`config.mk`:
```
export PLATFORM = sky130hd
export DESIGN_NAME = card_status_change_flags
export DESIGN_NICKNAME = d
export VERILOG_FILES = /design/src/rtl/csc_flags_pkg.sv /design/src/rtl/pin_sync.sv /design/src/rtl/card_status_change_flags.sv
export SDC_FILE = /design/constraint.sdc
export NUM_CORES = 1
export LEC_CHECK = 0
export ABC_CLOCK_PERIOD_IN_PS = 2550
export BUFFER_PORTS_ARGS = -buffer_cell sky130_fd_sc_hd__buf_2
export CORE_AREA = 2 2 67 69
export CTS_CLUSTER_SIZE = 20
export DETAILED_ROUTE_END_ITERATION = 6
export DIE_AREA = 0 0 69 71
export PLACE_DENSITY = 0.82
export RECOVER_POWER = 50
export REMOVE_ABC_BUFFERS = 1
export SYNTH_ARGS = -nofsm -noshare
export SYNTH_HDL_FRONTEND = slang
export SYNTH_HIERARCHICAL = 1
export SYNTH_SLANG_ARGS = --single-unit
```
`constraint.sdc`:
```
create_clock -name CLOCK_I -period 2.55 [get_ports CLOCK_I]
set_input_delay 0.1275 -clock CLOCK_I [delete_from_list [all_inputs] [get_ports CLOCK_I]]
set_output_delay 0.1275 -clock CLOCK_I [all_outputs]
set_load 0.005 [all_outputs]
```
`src/rtl/csc_flags_pkg.sv`:
```
/*
 * constants for the card status-change flag block: register offsets,
 * field positions, reset values and pin slot numbers.
 * assumes a byte-addressed apb slave with 32-bit data, one word per register.
 */
`default_nettype none

package csc_flags_pkg;

   // ----------------------------------------------------------------
   // bus geometry and register map
   // ----------------------------------------------------------------
   localparam int          ADDR_W         = 12;
   localparam int          DATA_W         = 32;
   localparam logic [11:0] STATUS_OFFSET  = 12'h804;
   localparam logic [11:0] CONTROL_OFFSET = 12'h808;
   localparam logic [11:0] ENABLE_OFFSET  = 12'h80c;
   localparam logic [11:0] PIN_OFFSET     = 12'h810;

   // ----------------------------------------------------------------
   // flag and enable bit positions
   // ----------------------------------------------------------------
   localparam int FLAG_W        = 4;
   localparam int CD_CHANGE_BIT = 3;
   localparam int READY_BIT     = 2;
   localparam int BATT_LOW_BIT  = 1;
   localparam int BATT_DEAD_BIT = 0;

   // ----------------------------------------------------------------
   // control register fields
   // ----------------------------------------------------------------
   localparam int         PME_ENABLE_BIT  = 0;
   localparam int         CLEAR_MODE_BIT  = 2;
   localparam int         CARD_KIND_BIT   = 5;
   localparam int         RING_ENABLE_BIT = 7;
   localparam logic [7:0] CONTROL_MASK    = 8'ha5;

   // ----------------------------------------------------------------
   // reset values
   // ----------------------------------------------------------------
   localparam logic [7:0]        STATUS_RESET  = 8'h00;
   localparam logic [7:0]        CONTROL_RESET = 8'h00;
   localparam logic [FLAG_W-1:0] ENABLE_RESET  = 4'h0;

   // ----------------------------------------------------------------
   // synchronised pin slots
   // ----------------------------------------------------------------
   localparam int         PIN_W          = 7;
   localparam int         PIN_CD_FIRST   = 0;
   localparam int         PIN_CD_SECOND  = 1;
   localparam int         PIN_READY      = 2;
   localparam int         PIN_BVD_RING   = 3;
   localparam int         PIN_BATT_WARN  = 4;
   localparam int         PIN_STS_CHANGE = 5;
   localparam int         PIN_BUS_RESET  = 6;
   // idle levels: active-low pins rest high
   localparam logic [6:0] PIN_IDLE       = 7'h7b;

endpackage

`default_nettype wire

```
`src/rtl/pin_sync.sv`:
```
/*
 * two-stage synchroniser for a vector of slow asynchronous pins.
 * assumes each bit is a level that stays put for several clock periods.
 */
`default_nettype none

module pin_sync #(
   parameter int             WIDTH      = 1,
   parameter logic [WIDTH-1:0] RESET_VALUE = '0
) (
   // clock and reset
   input  wire logic             clock_i,
   input  wire logic             rst_b_i,
   // pins in, synchronised levels out
   input  wire logic [WIDTH-1:0] async_i,
   output logic      [WIDTH-1:0] sync_o
);

   typedef struct packed {
      logic [WIDTH-1:0] first;
      logic [WIDTH-1:0] second;
   } sync_state_type;

   sync_state_type state;
   sync_state_type next_state;

   // the first stage feeds the second and nothing else
   always_comb begin
      next_state.first  = async_i;
      next_state.second = state.first;
   end

   always_ff @(posedge clock_i) begin
      if (!rst_b_i) begin
         state <= {RESET_VALUE, RESET_VALUE};
      end else begin
         state <= next_state;
      end
   end

   assign sync_o = state.second;

endmodule

`default_nettype wire

```
`src/rtl/card_status_change_flags.sv`:
```
/*
 * sticky card status-change flags for one 16-bit card socket, with their
 * source enables and the control bits that steer them, behind an apb slave.
 * assumes the card pins are asynchronous levels and the host bus reset
 * arrives as an asynchronous active-low level; RST_B_I is the global reset.
 */
`default_nettype none

module card_status_change_flags
   import csc_flags_pkg::*;
(
   // clock and global reset
   input  wire logic              CLOCK_I,
   input  wire logic              RST_B_I,
   // host bus reset, asynchronous
   input  wire logic              HOST_BUS_RESET_B_I,
   // apb slave
   input  wire logic              PSEL_I,
   input  wire logic              PENABLE_I,
   input  wire logic              PWRITE_I,
   input  wire logic [ADDR_W-1:0] PADDR_I,
   input  wire logic [DATA_W-1:0] PWDATA_I,
   input  wire logic [3:0]        PSTRB_I,
   output logic      [DATA_W-1:0] PRDATA_O,
   output logic                   PREADY_O,
   output logic                   PSLVERR_O,
   // card socket pins, asynchronous
   input  wire logic              CARD_DETECT_FIRST_B_I,
   input  wire logic              CARD_DETECT_SECOND_B_I,
   input  wire logic              CARD_READY_I,
   input  wire logic              BATTERY_VOLTAGE_DETECT_PIN_I,
   input  wire logic              BATTERY_WARNING_PIN_B_I,
   input  wire logic              CARD_STATUS_CHANGE_PIN_B_I,
   // interrupt request toward the host
   output logic                   CSC_IRQ_O
);

   // ----------------------------------------------------------------
   // state
   // ----------------------------------------------------------------
   typedef struct packed {
      logic [FLAG_W-1:0] flag;
      logic [FLAG_W-1:0] enable;
      logic [7:0]        control;
      logic              cd_first_last;
      logic              cd_second_last;
      logic              ready_last;
      logic              read_status;
      logic [DATA_W-1:0] prdata;
      logic              irq;
   } state_type;

   state_type state;
   state_type next_state;

   // ----------------------------------------------------------------
   // address decode
   // ----------------------------------------------------------------
   function automatic logic hit(input logic [ADDR_W-1:0] addr,
                                input logic [11:0]       offset);
      hit = (addr == offset);
   endfunction

   // ----------------------------------------------------------------
   // pin synchronisers
   // ----------------------------------------------------------------
   logic [PIN_W-1:0] pins_async;
   logic [PIN_W-1:0] pins;

   assign pins_async = {HOST_BUS_RESET_B_I,
                        CARD_STATUS_CHANGE_PIN_B_I,
                        BATTERY_WARNING_PIN_B_I,
                        BATTERY_VOLTAGE_DETECT_PIN_I,
                        CARD_READY_I,
                        CARD_DETECT_SECOND_B_I,
                        CARD_DETECT_FIRST_B_I};

   pin_sync #(
      .WIDTH       (PIN_W),
      .RESET_VALUE (PIN_IDLE)
   ) u_pin_sync (
      .clock_i (CLOCK_I),
      .rst_b_i (RST_B_I),
      .async_i (pins_async),
      .sync_o  (pins)
   );

   // ----------------------------------------------------------------
   // decoded levels
   // ----------------------------------------------------------------
   logic card_detect_first;
   logic card_detect_second;
   logic card_ready;
   logic ring_indicate_pin;
   logic battery_low;
   logic status_change_asserted;
   logic host_bus_reset;

   assign card_detect_first      = pins[PIN_CD_FIRST];
   assign card_detect_second     = pins[PIN_CD_SECOND];
   assign card_ready             = pins[PIN_READY];
   // the battery voltage pin doubles as ring indicate, active low
   assign ring_indicate_pin      = !pins[PIN_BVD_RING];
   assign battery_low            = !pins[PIN_BATT_WARN];
   assign status_change_asserted = !pins[PIN_STS_CHANGE];
   assign host_bus_reset         = !pins[PIN_BUS_RESET];

   // ----------------------------------------------------------------
   // control fields
   // ----------------------------------------------------------------
   logic power_mgmt_event;
   logic write_one_clear;
   logic io_card;
   logic ring_indicate_enable;

   assign power_mgmt_event     = state.control[PME_ENABLE_BIT];
   assign write_one_clear      = state.control[CLEAR_MODE_BIT];
   assign io_card              = state.control[CARD_KIND_BIT];
   assign ring_indicate_enable = state.control[RING_ENABLE_BIT];

   // ----------------------------------------------------------------
   // bus phases
   // ----------------------------------------------------------------
   logic setup_phase;
   logic access_phase;
   logic hit_status;
   logic hit_control;
   logic hit_enable;
   logic hit_pin;
   logic hit_any;
   logic low_lane;

   assign setup_phase  = PSEL_I && !PENABLE_I;
   assign access_phase = PSEL_I && PENABLE_I;
   assign hit_status   = hit(PADDR_I, STATUS_OFFSET);
   assign hit_control  = hit(PADDR_I, CONTROL_OFFSET);
   assign hit_enable   = hit(PADDR_I, ENABLE_OFFSET);
   assign hit_pin      = hit(PADDR_I, PIN_OFFSET);
   assign hit_any      = hit_status || hit_control || hit_enable || hit_pin;
   assign low_lane     = PSTRB_I[0];

   // every access finishes in its first access cycle
   assign PREADY_O  = 1'b1;
   assign PSLVERR_O = access_phase && !hit_any;
   assign PRDATA_O  = state.prdata;
   assign CSC_IRQ_O = state.irq;

   // ----------------------------------------------------------------
   // flag view as software sees it
   // ----------------------------------------------------------------
   function automatic logic [FLAG_W-1:0] visible(
      input logic [FLAG_W-1:0] flag,
      input logic [FLAG_W-1:0] enable,
      input logic              io_kind,
      input logic              ring_mode,
      input logic              ring_level);
      logic [FLAG_W-1:0] view;
      view = flag & enable;
      if (io_kind) begin
         view[READY_BIT]    = 1'b0;
         view[BATT_LOW_BIT] = 1'b0;
      end
      if (ring_mode) begin
         view[BATT_DEAD_BIT] = enable[BATT_DEAD_BIT] && ring_level;
      end
      visible = view;
   endfunction

   logic [FLAG_W-1:0] view_now;

   assign view_now = visible(state.flag, state.enable, io_card,
                             ring_indicate_enable, ring_indicate_pin);

   // ----------------------------------------------------------------
   // pin events
   // ----------------------------------------------------------------
   logic cd_toggled;
   logic ready_rose;
   logic battery_low_event;
   logic battery_dead_event;

   // a toggle seen while its source is disabled is dropped, not held
   // back, so power-up levels cannot raise a stale change
   assign cd_toggled         = (card_detect_first != state.cd_first_last) ||
                               (card_detect_second != state.cd_second_last);
   assign ready_rose         = card_ready && !state.ready_last;
   // battery low and status change are levels: while a pin stays
   // asserted its flag is set again every cycle, even right after a clear
   assign battery_low_event  = battery_low;
   assign battery_dead_event = status_change_asserted;

   // ----------------------------------------------------------------
   // next state
   // ----------------------------------------------------------------
   logic [FLAG_W-1:0] set_flag;
   logic [FLAG_W-1:0] clear_flag;
   logic [FLAG_W-1:0] view_next;
   logic              context_reset;

   always_comb begin
      next_state = state;

      // edge trackers always follow the pins
      next_state.cd_first_last  = card_detect_first;
      next_state.cd_second_last = card_detect_second;
      next_state.ready_last     = card_ready;

      // events, each gated by its own source enable
      set_flag = '0;
      set_flag[CD_CHANGE_BIT] = cd_toggled;
      set_flag[READY_BIT]     = !io_card && ready_rose;
      set_flag[BATT_LOW_BIT]  = !io_card && battery_low_event;
      // in ring mode bit 0 is a live view, so nothing is latched
      set_flag[BATT_DEAD_BIT] =
         !ring_indicate_enable && battery_dead_event;
      set_flag = set_flag & state.enable;

      // clears: in read-clear mode only bits that the read really returned are cleared,
      // so an event landing between setup and access is kept
      clear_flag = '0;
      if (access_phase && state.read_status && !write_one_clear) begin
         clear_flag = state.prdata[FLAG_W-1:0];
      end
      if (access_phase && PWRITE_I && hit_status && write_one_clear
          && low_lane) begin
         clear_flag = PWDATA_I[FLAG_W-1:0];
      end

      // set beats a coincident clear
      next_state.flag = (state.flag & ~clear_flag) | set_flag;

      // register writes take effect at the access edge
      if (access_phase && PWRITE_I && low_lane) begin
         if (hit_control) begin
            next_state.control = PWDATA_I[7:0] & CONTROL_MASK;
         end
         if (hit_enable) begin
            next_state.enable = PWDATA_I[FLAG_W-1:0];
         end
      end

      // read data is captured in the setup cycle
      if (setup_phase) begin
         next_state.read_status = hit_status && !PWRITE_I;
         next_state.prdata      = '0;
         if (!PWRITE_I) begin
            if (hit_status) begin
               // upper nibble stays zero
               next_state.prdata[FLAG_W-1:0] = view_now;
            end
            if (hit_control) begin
               next_state.prdata[7:0] = state.control;
            end
            if (hit_enable) begin
               next_state.prdata[FLAG_W-1:0] = state.enable;
            end
            if (hit_pin) begin
               next_state.prdata[PIN_W-1:0] = pins;
            end
         end
      end else if (access_phase) begin
         next_state.read_status = 1'b0;
      end

      // context bits survive the bus reset while power events are on
      context_reset = host_bus_reset && !power_mgmt_event;
      if (context_reset) begin
         next_state.flag                   = '0;
         next_state.enable                 = ENABLE_RESET;
         next_state.control[CARD_KIND_BIT] = 1'b0;
      end

      view_next = visible(next_state.flag, next_state.enable,
                          next_state.control[CARD_KIND_BIT],
                          next_state.control[RING_ENABLE_BIT],
                          ring_indicate_pin);
      next_state.irq = |view_next;
   end

   // ----------------------------------------------------------------
   // registers
   // ----------------------------------------------------------------
   always_ff @(posedge CLOCK_I) begin
      if (!RST_B_I) begin
         state.flag           <= STATUS_RESET[FLAG_W-1:0];
         state.enable         <= ENABLE_RESET;
         state.control        <= CONTROL_RESET;
         // trackers start at the idle levels the synchroniser resets to
         state.cd_first_last  <= PIN_IDLE[PIN_CD_FIRST];
         state.cd_second_last <= PIN_IDLE[PIN_CD_SECOND];
         state.ready_last     <= PIN_IDLE[PIN_READY];
         state.read_status    <= 1'b0;
         state.prdata         <= '0;
         state.irq            <= 1'b0;
      end else begin
         state <= next_state;
      end
   end

endmodule

`default_nettype wire

```
==> results of run 1 <==
synthesized netlist by cell type (4+ instances only):
cell,instances
a21oi_1,12
and2_1,5
buf_4,33
clkbuf_1,4
dfxtp_1,39
inv_1,6
mux2_2,5
mux2i_1,6
nand2_1,18
nand2b_1,12
nor2_1,24
nor3_1,4
o21ai_0,5
or2b_1,4
power groups by stage:
stage / sequential [W] / clock [W] / combinational (W)
floorplan: 0.000638 / 0 / 0.0000423
global placement: 0.000639 / 0 / 0.0000866
detailed placement: 0.000640 / 0 / 0.0000889
CTS: 0.000626 / 0.000455 / 0.0000894
global route: 0.000627 / 0.000484 / 0.000100
finish: 0.000626 / 0.000450 / 0.0000900
metal layers:
metal / vias up / track usage, % / wire length [um]
li1: 761 / - / -
met1: 707 / 20.2 / 1640
met2: 65 / 27.5 / 1890
met3: 7 / 5.41 / 342
met4: 0 / 5.23 / 52
met5: - / 0 / 0
flip-flops by register name, indices dropped and copies added, names as in the netlist:
name and count:
state 13, PRDATA_O 8, u_pin_sync/next_state 7, u_pin_sync/sync_o 7, CSC_IRQ_O 1, io_card 1
power_mgmt_event 1, ring_indicate_enable 1
cells by family (layout without fill, tap and decap cells):
family | count (synthesis) | after routing | share of synthesized area, %
xor gates and xnor gates | 2 | 2 | 0.893
DFF | 39 | 39 | 39.8
AOI/OAI and AO/OA | 35 | 35 | 11.6
buffers and inverters | 45 | 54 | 15.2
other | 2 | 25 | 0.383
muxes | 11 | 11 | 5.93
and+or+nand+nor | 88 | 88 | 26.2
worst max-delay path by stage:
| stage | slack (ns) | depth (start not counted) | startpoint | to |
|---|---|---|---|---|
| 6_report | 0.86 | 7 | PADDR_I[1] | CSC_IRQ_O$_SDFF_PN0_ |
| 5_1_grt | 0.67 | 7 | RST_B_I | CSC_IRQ_O$_SDFF_PN0_ |
| 4_1_cts | 0.85 | 7 | PADDR_I[1] | CSC_IRQ_O$_SDFF_PN0_ |
| 3_5_place_dp | 0.55 | 7 | PADDR_I[1] | CSC_IRQ_O$_SDFF_PN0_ |
| 3_3_place_gp | 0.55 | 7 | PADDR_I[1] | CSC_IRQ_O$_SDFF_PN0_ |
| 2_1_floorplan | 0.86 | 6 | PADDR_I[1] | CSC_IRQ_O$_SDFF_PN0_ |
per-stage QoR:
stage	setup WS, ns	util [%]	power [W]	std cells
3_5_place_dp	0.549	48.5	0.000729	298
6_report	0.857	50.7	0.00117	306
4_1_cts	0.852	50.9	0.00117	306
3_3_place_gp	0.549	48.5	0.000726	298
2_1_floorplan	0.864	-	0.000680	206
5_1_grt	0.674	50.7	0.00121	306
final cells by class:
class | count | area (sq um)
Clock buffer | 8 | 100
Multi-Input combinational cell | 161 | 970
Sequential cell | 39 | 781
Inverter | 6 | 22.5
Tap cell | 52 | 65.1
Fill cell | 415 | 2070
Timing Repair Buffer | 40 | 194
worst max-delay path, cell delays in order:
cell,delay (ns)
buf_2,0.12
nor4b_4,0.30
nand3_2,0.16
nor4_4,0.45
mux2_2,0.40
a211o_1,0.28
o221ai_1,0.06
==> summary.txt, run 1 <==
Synth
  • Synth Warn #: 6
  • Syn Area/Cell: 8.84 sq um
  • Mapped Cells: 222
  • Post-synth EDFFs: 0
  • Commonest register cell after synthesis: dfxtp_1
  • Sequential fraction of the synthesis area: 39.8%
  • Area share of the largest cell type after synthesis: 39.8%
  • Flops & latches, synth: 39
  • Synth top area cells: dfxtp_1 (40%), buf_4 (13%), nor2_1 (4.6%)
  • Synth area leader: dfxtp_1
  • Syn Std Cell Area: approximately 0.0020 sq mm
  • Synth unique cells: 44
  • Post-synth ARST share: 0%

Clock tree
  • TritonCTS clock tree: built
  • H-tree levels: 2
  • CTS root buf: clkbuf_8
  • Clock Sinks: 39
  • CTS Buf Count: 5
  • Clock slew at reported path FFs: 0.07 ns
  • CTS Hold Buffers Added: 0
  • Post-CTS resize count: 0
  • Max clock buf depth: 2
  • Postcts setup bufs: 0
  • Clk_lat worst skew: 0.29 ns

STA
  • RSZ-0062 raised after global routing: false
  • Period utilisation layout: between 60% and 70%
  • Headroom to the max-slew limit: 51.1%
  • Slew Limit Fails: 0
  • Hold WS: 0.0179 ns
  • Fin Clk Skew: between 0.004 and 0.005 ns
  • Setup violators final: 0
  • Final TNS setup: 0 ns
  • F_max: 0.591 GHz
  • Final hold viol count: 0
  • Actual slew at the worst max-slew pin: 0.733 ns
  • Min Clock Period, post-route: 1.69 ns

GRT
  • First-pass GRT wire length: 6.51 mm
  • Initial antenna violation count: 0
  • Global Route Usage Sum: between 10% and 20%
  • Vias in the first global route: 1428
  • Largest net degree at the start of global routing: 21
  • Grt ovf: 0

Pwr
  • Leak: slightly below 0.9 nW
  • Peak supply drop: 0.391 mV
  • P per Cell Area: 547 mW/mm^2
  • Sw power: 0.000264 W
  • Seq pwr share: between 50 and 60%
  • Combinational power share: 7.7%
  • Clock group share of total power: just under 40%
  • Switching share of power: ~23%
  • Internal power: about 0.0009 W

Worst setup path
  • Worst Path Arrival: 1.90 ns
  • Worst setup EP type: flop
  • Worst r2r src: power_mgmt_event$_SDFFE_PN0P_
  • Reg-to-reg slack, setup: 0.93 ns
  • Max Fanout on Critical Path: 4
  • R2R cell count: 6
  • CP Data Required Time: 2.76 ns
  • CP Class: in -> reg
  • Critical Path Source Type: input pin
  • FF-to-FF End: CSC_IRQ_O$_SDFF_PN0_

Floorplanning
  • Core Box Area: 0.00420 sq mm
  • Ports: 95
  • Core Rows: 24
  • Die width: 69 um
  • Starting Density: between 40% and 50%
  • DIE HEIGHT: 71 um
  • DIE AREA: 0.00490 sq mm

Placement
  • Dpl cell area: 0.00204 sq mm
  • Post-DP HPWL: 2.92 mm
  • GP Congestion: 0.852
  • Port bufs: 40

Final layout
  • Post-route cell area: around 0.0021 sq mm
  • # diodes: 0
  • P&R area growth vs syn: 8.67%
  • Final #Nets: roughly 310
  • Share of cells above drive strength 1: 20.5%
  • Most common cell after layout, fill and taps aside: dfxtp_1
  • Most frequent cells in the layout: dfxtp_1 (39), buf_2 (35), conb_1 (25)

Route
  • Vias after detailed routing: 1540
  • DR vias/cell: 5.03
  • DRT Pass-1 Iters: 4
  • Post-route ant nets: 0
  • Initial DRC count: roughly 130
  • Final WL: 3.92 mm
  • WL/cell: about 13 um
  • DR DRC count: 0

Run status
  • Outcome: finished, final reports clean

Hold path
  • WHS Endpoint: u_pin_sync/next_state[6]$_SDFF_PN1_
  • Worst Hold Class: in -> reg
  • Hold path start: HOST_BUS_RESET_B_I
  • Hold Path Depth: 2

Job
  • Maxcap violations: 0
Power figures use the tool's default switching activity.
==> inputs of run 2 (changes only) <==
Settings changed: ABC_AREA set to 1, ABC_CLOCK_PERIOD_IN_PS 2550 to 1400, CORE_AREA 2 2 67 69 to 2 2 74 76, DIE_AREA 0 0 69 71 to 0 0 76 78, PLACE_DENSITY 0.82 to 0.74.
Clock period 2.55 ns to 1.4 ns, I/O delays scaled along.
==> summary.txt, run 2 <==
Run status
  • Outcome: finished, final reports clean

Synth
  • Sequential fraction of the synthesis area: 37.0% (-2.8 points)
  • Mapped Cells: 307 (+38%)
  • Most frequent cell after synthesis: nand2_1
  • Synth unique cells: 28 (-36%)
  • Synth Warn #: 6 (unchanged)
  • Flops & latches, synth: 39 (unchanged)
  • Area share of the largest cell type after synthesis: 37.0% (-2.8 points)
  • Commonest register cell after synthesis: dfxtp_1
  • Syn Std Cell Area: 0.00211 sq mm (+7.5%)
  • Synth top area cells: dfxtp_1 (37%), buf_4 (12%), nand2_1 (11%)
  • Syn Area/Cell: 6.87 sq um (-22%)
  • Synth area leader: dfxtp_1
  • Post-synth EDFFs: 0 (unchanged)
  • Post-synth ARST share: 0% (unchanged)
  • Top cells by count, synth: nand2_1 (64), inv_1 (53), dfxtp_1 (39)

Floorplanning
  • Ports: 95 (unchanged)
  • DIE AREA: 0.00593 sq mm (+21%)
  • Die width: 76 um (+10%)
  • Core Box Area: 0.00504 sq mm (+20%)
  • Core Rows: 26 (+8.3%)
  • Starting Density: 41.8% (-4.9 points)
  • DIE HEIGHT: 78 um (+9.9%)

Worst setup path
  • Max Fanout on Critical Path: 3 (-1)
  • CP Class: reg -> reg
  • Crit path max-delay cell type: dfxtp_2
  • CP Data Required Time: 1.58 ns (-1.18 ns)
  • Crit path cell chain: inv_2, nand4_1, o21ai_0, o21bai_1, a21oi_2, nand2_1, nand2_1, nor2_1, nor2_1
  • Worst setup EP type: flop
  • WP buf/inv: 1 (unchanged)
  • Worst Path Arrival: 1.56 ns (-0.34 ns)
  • Crit-path leading delay family: compound AO/OA/AOI/OAI gates
  • Worst path max stage delay: 0.32 ns (-0.13 ns)
  • Critical Path Source Type: flop

Final layout
  • Util after Layout: 52.4% (+1.7 points)
  • Most common cell after layout, fill and taps aside: nand2_1
  • Share of cells above drive strength 1: 27.9% (+7.5 points)
  • Fillers: 496 (+20%)
  • Reg with most FFs: state
  • P&R area growth vs syn: 25.3%
  • # diodes: 0 (unchanged)
  • Most frequent cells in the layout: nand2_1 (60), inv_1 (52), dfxtp_1 (38)
  • Max reg flops: 13 (unchanged)
  • Final #Nets: 442 (+41%)
  • Post-route insts no fill: 453 (+48%)
  • Post-route cell area: 0.00264 sq mm (+24%)

Clock tree
  • Max clock buf depth: 2 (unchanged)
  • Clk_lat worst skew: 0.30 ns (about the same)
  • Clock Sinks: 39 (unchanged)
  • CTS root buf: clkbuf_8
  • H-tree levels: 2 (unchanged)
  • Clock slew at reported path FFs: 0.08 ns (about the same)
  • CTS Buf Count: 5 (unchanged)
  • TritonCTS clock tree: built

Pwr
  • Sw power: 0.000525 W (+99%)
  • Combinational power share: 10.0% (+2.3 points)
  • Leak: 1.38 nW (+56%)
  • Switching share of power: 25.1% (+2.5 points)
  • Clock group share of total power: 35.5% (-3.1 points)
  • P per Cell Area: 792 mW/mm^2 (+45%)
  • Peak supply drop: 0.585 mV (+49%)
  • Internal power: 0.00157 W (+74%)
  • Seq pwr share: 54.5% (+0.8 points)

GRT
  • Grt ovf: 0 (unchanged)
  • First-pass GRT wire length: 8.07 mm (+24%)
  • Global Route Usage Sum: 17.1% (+0.68 points)
  • Initial antenna violation count: 0 (unchanged)
  • Largest net degree at the start of global routing: 23 (+9.5%)
  • Vias in the first global route: 1810 (+27%)

Route
  • DR DRC count: 0 (unchanged)
  • Final WL: 4.94 mm (+26%)
  • Post-route ant nets: 0 (unchanged)
  • WL/cell: 10.9 um (-15%)
  • DRT Pass-1 Iters: 4 (unchanged)
  • DR vias/cell: 4.33 (-14%)
  • Vias after detailed routing: 1961 (+27%)
  • Initial DRC count: 107 (-17%)

STA
  • F_max: 0.729 GHz
  • Final TNS setup: 0 ns (unchanged)
  • Worst setup margin: 0.0279 ns (-0.830 ns)
  • Setup violators final: 0 (unchanged)
  • Fin Clk Skew: 0.00564 ns (+0.00158 ns)
  • RSZ-0062 raised after global routing: true
  • Min Clock Period, post-route: 1.37 ns
  • Final hold viol count: 0 (unchanged)
  • Slew Limit Fails: 0 (unchanged)
  • Period utilisation layout: 98.0%

Job
  • Maxcap violations: 0 (unchanged)

Placement
  • GP Congestion: 0.914 (+7.2%)
  • Cells after DPL: 433 (+45%)
  • Dpl cell area: 0.00243 sq mm (+19%)
  • Dpl ws: -0.0881 ns (-0.637 ns)
  • Post-DP HPWL: 3.84 mm (+32%)
  • Port bufs: 40 (unchanged)

Hold path
  • Worst Hold Class: in -> reg
==> run 2: through the flow <==
| step | power (W) | hold WS, ns |
|---|---|---|
| floorplan | 0.00125 | 0.139 |
| global placement | 0.00135 | 0.239 |
| detailed placement | 0.00136 | 0.244 |
| CTS | 0.00211 | 0.109 |
| global route | 0.00219 | 0.123 |
| finish | 0.00209 | 0.116 |
==> run 2: logic make-up after synthesis <==
family          Yosys count  synth area share, %
simple gates            136                 29.3
buf+inv                  95                 23.6
flops                    39                 37.0
compound gates           33                 8.90
xor+xnor                  2                0.831
other cells               2                0.356
==> run 2: final timing paths <==
path | from | end | depth (start not counted) | slack, ns
max reg2reg | state[39]$_SDFFE_PN0P_ | CSC_IRQ_O$_SDFF_PN0_ | 9 | 0.03
min reg2reg | u_pin_sync/next_state[6]$_SDFF_PN1_ | u_pin_sync/sync_o[6]$_SDFF_PN1_ | 2 | 0.40
max | state[39]$_SDFFE_PN0P_ | CSC_IRQ_O$_SDFF_PN0_ | 9 | 0.03
min | PWDATA_I[0] | power_mgmt_event$_SDFFE_PN0P_ | 3 | 0.12
==> run 2: final cells by class <==
type / count / area [sq um] / area share [%]
clock buffer: 6 / 72.6 / 2.75
clock inverter: 2 / 12.5 / 0.473
inverter: 57 / 214 / 8.10
multi-input combinational: 196 / 937 / 35.5
sequential: 39 / 782 / 29.6
tap: 70 / 87.6 / 3.31
timing repair buffer: 83 / 537 / 20.3
==> run 2: power groups by stage <==
stage	combinational, W	sequential, W	clock, W
2_1_floorplan	0.0000863	0.00116	0
3_3_place_gp	0.000184	0.00117	0
3_5_place_dp	0.000189	0.00117	0
4_1_cts	0.000204	0.00114	0.000763
5_1_grt	0.000234	0.00114	0.000816
6_report	0.000208	0.00114	0.000744
==> run 2: layer usage <==
layer  vias to the layer above  part of all wire, %  track usage (%)
li1                       1031                    -                -
met1                       862                   45             20.7
met2                        58                   49             30.0
met3                        10                  4.6             3.26
met4                         0                  1.8             6.91
met5                         -                    0                0
==> run 2: repair_timing <==
item	CTS	global route
pin swaps	0	9
buffers inserted	1	4
endpoints found under the setup margin	1	4
endpoints found under the hold margin	7	0
hold buffers	7	0
resized for setup	0	9
==> run 2: worst min-delay path: stages <==
cell,delay (ns)
buf_2,0.11
o21ai_0,0.08
a21oi_1,0.11
==> inputs of run 3 (changes only) <==
Settings changed: CORE_AREA 2 2 74 76 to 8 8 80 82, DIE_AREA 0 0 76 78 to 0 0 88 90, SYNTH_HIERARCHICAL 1 to unset.
==> summary.txt, run 3 <==
Final layout
  • Most common cell after layout, fill and taps aside: nand2_1
  • Reg with most FFs: state
  • Fillers: 525 (+5.8%)
  • Post-route insts no fill: 426 (-6.0%)
  • Util after Layout: 50.2% (-2.3 points)
  • # diodes: 0 (unchanged)
  • Post-route cell area: 0.00263 sq mm (-0.62%)
  • P&R area growth vs syn: 25.8%
  • Share of cells above drive strength 1: 33.3% (+5.4 points)
  • Most frequent cells in the layout: nand2_1 (53), dfxtp_1 (38), buf_2 (38)
  • Final #Nets: 413 (-6.6%)
  • Max reg flops: 13 (unchanged)

Worst setup path
  • Worst path max stage delay: 0.32 ns (about the same)
  • Worst Path Arrival: 1.51 ns (-0.05 ns)
  • Worst r2r src: state[39]$_SDFFE_PN0P_
  • CP Class: reg -> reg
  • R2R cell count: 10 (+1)
  • Crit path cell chain: inv_2, nor3_2, buf_4, nand4_1, nand2_1, a21oi_1, nand2_1, nand3_1, nor2_1, nor2_1
  • Worst setup EP type: flop
  • FF-to-FF End: CSC_IRQ_O$_SDFF_PN0_
  • Critical Path Source Type: flop
  • Max Fanout on Critical Path: 4 (+1)
  • CP Data Required Time: 1.58 ns (about the same)
  • Reg-to-reg slack, setup: 0.08 ns (+0.05 ns)
  • Crit path max-delay cell type: dfxtp_2

Clock tree
  • H-tree levels: 2 (unchanged)
  • TritonCTS clock tree: built
  • CTS root buf: clkbuf_8
  • CTS Buf Count: 5 (unchanged)
  • Clk_lat worst skew: 0.29 ns (about the same)
  • Clock slew at reported path FFs: 0.07 ns (about the same)
  • Clock Sinks: 39 (unchanged)
  • Max clock buf depth: 2 (unchanged)

Route
  • Post-route ant nets: 0 (unchanged)
  • DR vias/cell: 4.33 (about the same)
  • Initial DRC count: 104 (-2.8%)
  • Final WL: 4.79 mm (-3.0%)
  • DR DRC count: 0 (unchanged)
  • Vias after detailed routing: 1845 (-5.9%)
  • WL/cell: 11.2 um (+3.1%)
  • DRT Pass-1 Iters: 4 (unchanged)

Hold path
  • WHS Endpoint: state[35]$_SDFF_PN1_
  • Worst Hold Class: in -> reg
  • Hold path start: RST_B_I
  • Hold Path Depth: 2 (-1)

GRT
  • Largest net degree at the start of global routing: 19 (-17%)
  • First-pass GRT wire length: 7.82 mm (-3.1%)
  • Initial antenna violation count: 0 (unchanged)
  • Global Route Usage Sum: 12.2% (-4.9 points)
  • Grt ovf: 0 (unchanged)
  • Vias in the first global route: 1803 (-0.39%)

Placement
  • Dpl cell area: 0.00239 sq mm (-1.9%)
  • Post-DP HPWL: 3.85 mm (+0.20%)
  • GP Congestion: 0.882 (-3.4%)
  • Port bufs: 40 (unchanged)
  • Cells after DPL: 409 (-5.5%)

Floorplanning
  • DIE HEIGHT: 90 um (+15%)
  • Core Rows: 27 (+3.8%)
  • Ports: 95 (unchanged)
  • Starting Density: 39.9% (-2.0 points)
  • Die width: 88 um (+16%)
  • DIE AREA: 0.00792 sq mm (+34%)
  • Core Box Area: 0.00524 sq mm (+3.8%)

Synth
  • Most frequent cell after synthesis: nand2_1
  • Sequential fraction of the synthesis area: 37.4% (+0.38 points)
  • Synth Warn #: 0 (-6)
  • Post-synth ARST share: 0% (unchanged)
  • Post-synth EDFFs: 0 (unchanged)
  • Commonest register cell after synthesis: dfxtp_1
  • Synth unique cells: 31 (+11%)
  • Syn Std Cell Area: 0.00209 sq mm (-1.0%)
  • Synth area leader: dfxtp_1
  • Flops & latches, synth: 39 (unchanged)
  • Synth top area cells: dfxtp_1 (37%), buf_4 (12%), nand2_1 (10%)
  • Syn Area/Cell: 7.27 sq um (+5.9%)
  • Area share of the largest cell type after synthesis: 37.4% (+0.38 points)
  • Mapped Cells: 287 (-6.5%)
  • Top cells by count, synth: nand2_1 (57), dfxtp_1 (39), inv_1 (38)

Pwr
  • Peak supply drop: 0.494 mV (-16%)
  • Leak: 1.31 nW (-5.1%)
  • Final Total Pwr: 0.00230 W (+9.8%)
  • P per Cell Area: 875 mW/mm^2 (+10%)

STA
  • Min Clock Period, post-route: 1.32 ns (-0.0500 ns)
  • Final hold viol count: 0 (unchanged)
  • Setup violators final: 0 (unchanged)
  • Period utilisation layout: 94.4% (-3.6 points)
  • RSZ-0062 raised after global routing: true
  • F_max: 0.756 GHz (+3.8%)
  • Hold WS: 0.0365 ns (-0.0794 ns)
  • Fin Clk Skew: 0.00243 ns (-0.00321 ns)
  • Slew Limit Fails: 0 (unchanged)

Job
  • Maxcap violations: 0 (unchanged)

Run status
  • Outcome: finished, final reports clean
run 3: cell types whose count changed after synthesis, moves of 4 or more:
cell,previous run,this run
nand2_1,64,57
nor2_1,33,24
or2_2,2,13
inv_1,53,38
o211ai_1,2,6
run 3: per-layer routing:
layer	wire (um)	GRT usage, %
met4	70	4.16
met3	331	3.46
met5	0	0
met2	2330	21.0
met1	2060	13.8
run 3: what timing repair did:
| action | in CTS | in global routing |
|---|---|---|
| endpoints found under the setup margin | 2 | 2 |
| setup buffers | 0 | 3 |
| resized for setup | 4 | 11 |
| hold endpoints to repair | 7 | 0 |
| hold buffers | 7 | 0 |
| pin swaps | 1 | 13 |
run 3: worst max path at each step:
stage	slack, ns	to	depth (start not counted)	startpoint
after floorplan	0.08	CSC_IRQ_O$_SDFF_PN0_	12	PADDR_I[5]
after global placement	-0.04	CSC_IRQ_O$_SDFF_PN0_	12	PADDR_I[7]
after detailed placement	-0.1	PSLVERR_O	12	PADDR_I[11]
after CTS	0.008	CSC_IRQ_O$_SDFF_PN0_	10	state[39]$_SDFFE_PN0P_
after global routing	-0.04	CSC_IRQ_O$_SDFF_PN0_	10	state[39]$_SDFFE_PN0P_
final	0.08	CSC_IRQ_O$_SDFF_PN0_	10	state[39]$_SDFFE_PN0P_
run 3: layout make-up:
type / instances / area, sq um / share of cell area (%)
multi-input combinational: 192 / 1000 / 38.2
sequential: 39 / 782 / 29.8
timing repair buffer: 73 / 475 / 18.1
inverter: 42 / 158 / 6.00
tap: 72 / 90.1 / 3.43
clock buffer: 6 / 82.6 / 3.14
clock inverter: 2 / 35.0 / 1.33
run 3: critical path, delay by kind of cell (launching register included):
kind,cells,cell delay (ns)
buffers and inverters,2,0.19
AOI/OAI and AO/OA,1,0.07
and+or+nand+nor,7,0.62
DFF,1,0.32
run 3: per-stage QoR:
step | setup TNS (ns) | setup slack, ns
after detailed placement | -0.313 | -0.0969
final | 0 | 0.0779
after CTS | 0 | 0.00824
after global routing | -0.0411 | -0.0411
after floorplan | 0 | 0.0809
after global placement | -0.100 | -0.0432
run 3: logic make-up (layout without fill, tap and decap cells):
| family | after synthesis | count (layout) | share of synthesized area (%) |
|---|---|---|---|
| AO/OA/AOI/OAI | 27 | 27 | 7.37 |
| XOR/XNOR | 2 | 2 | 0.839 |
| buffers and inverters | 79 | 123 | 20.5 |
| flip-flops | 39 | 39 | 37.4 |
| other | 2 | 25 | 0.360 |
| AND/OR/NAND/NOR | 138 | 138 | 33.5 |
run 3: power by group:
part | internal, W | total (W) | switching [W]
clock | 0.000576 | 0.000957 | 0.000381
sequential | 0.00113 | 0.00114 | 0.00000961
combinational | 0.0000918 | 0.000200 | 0.000109
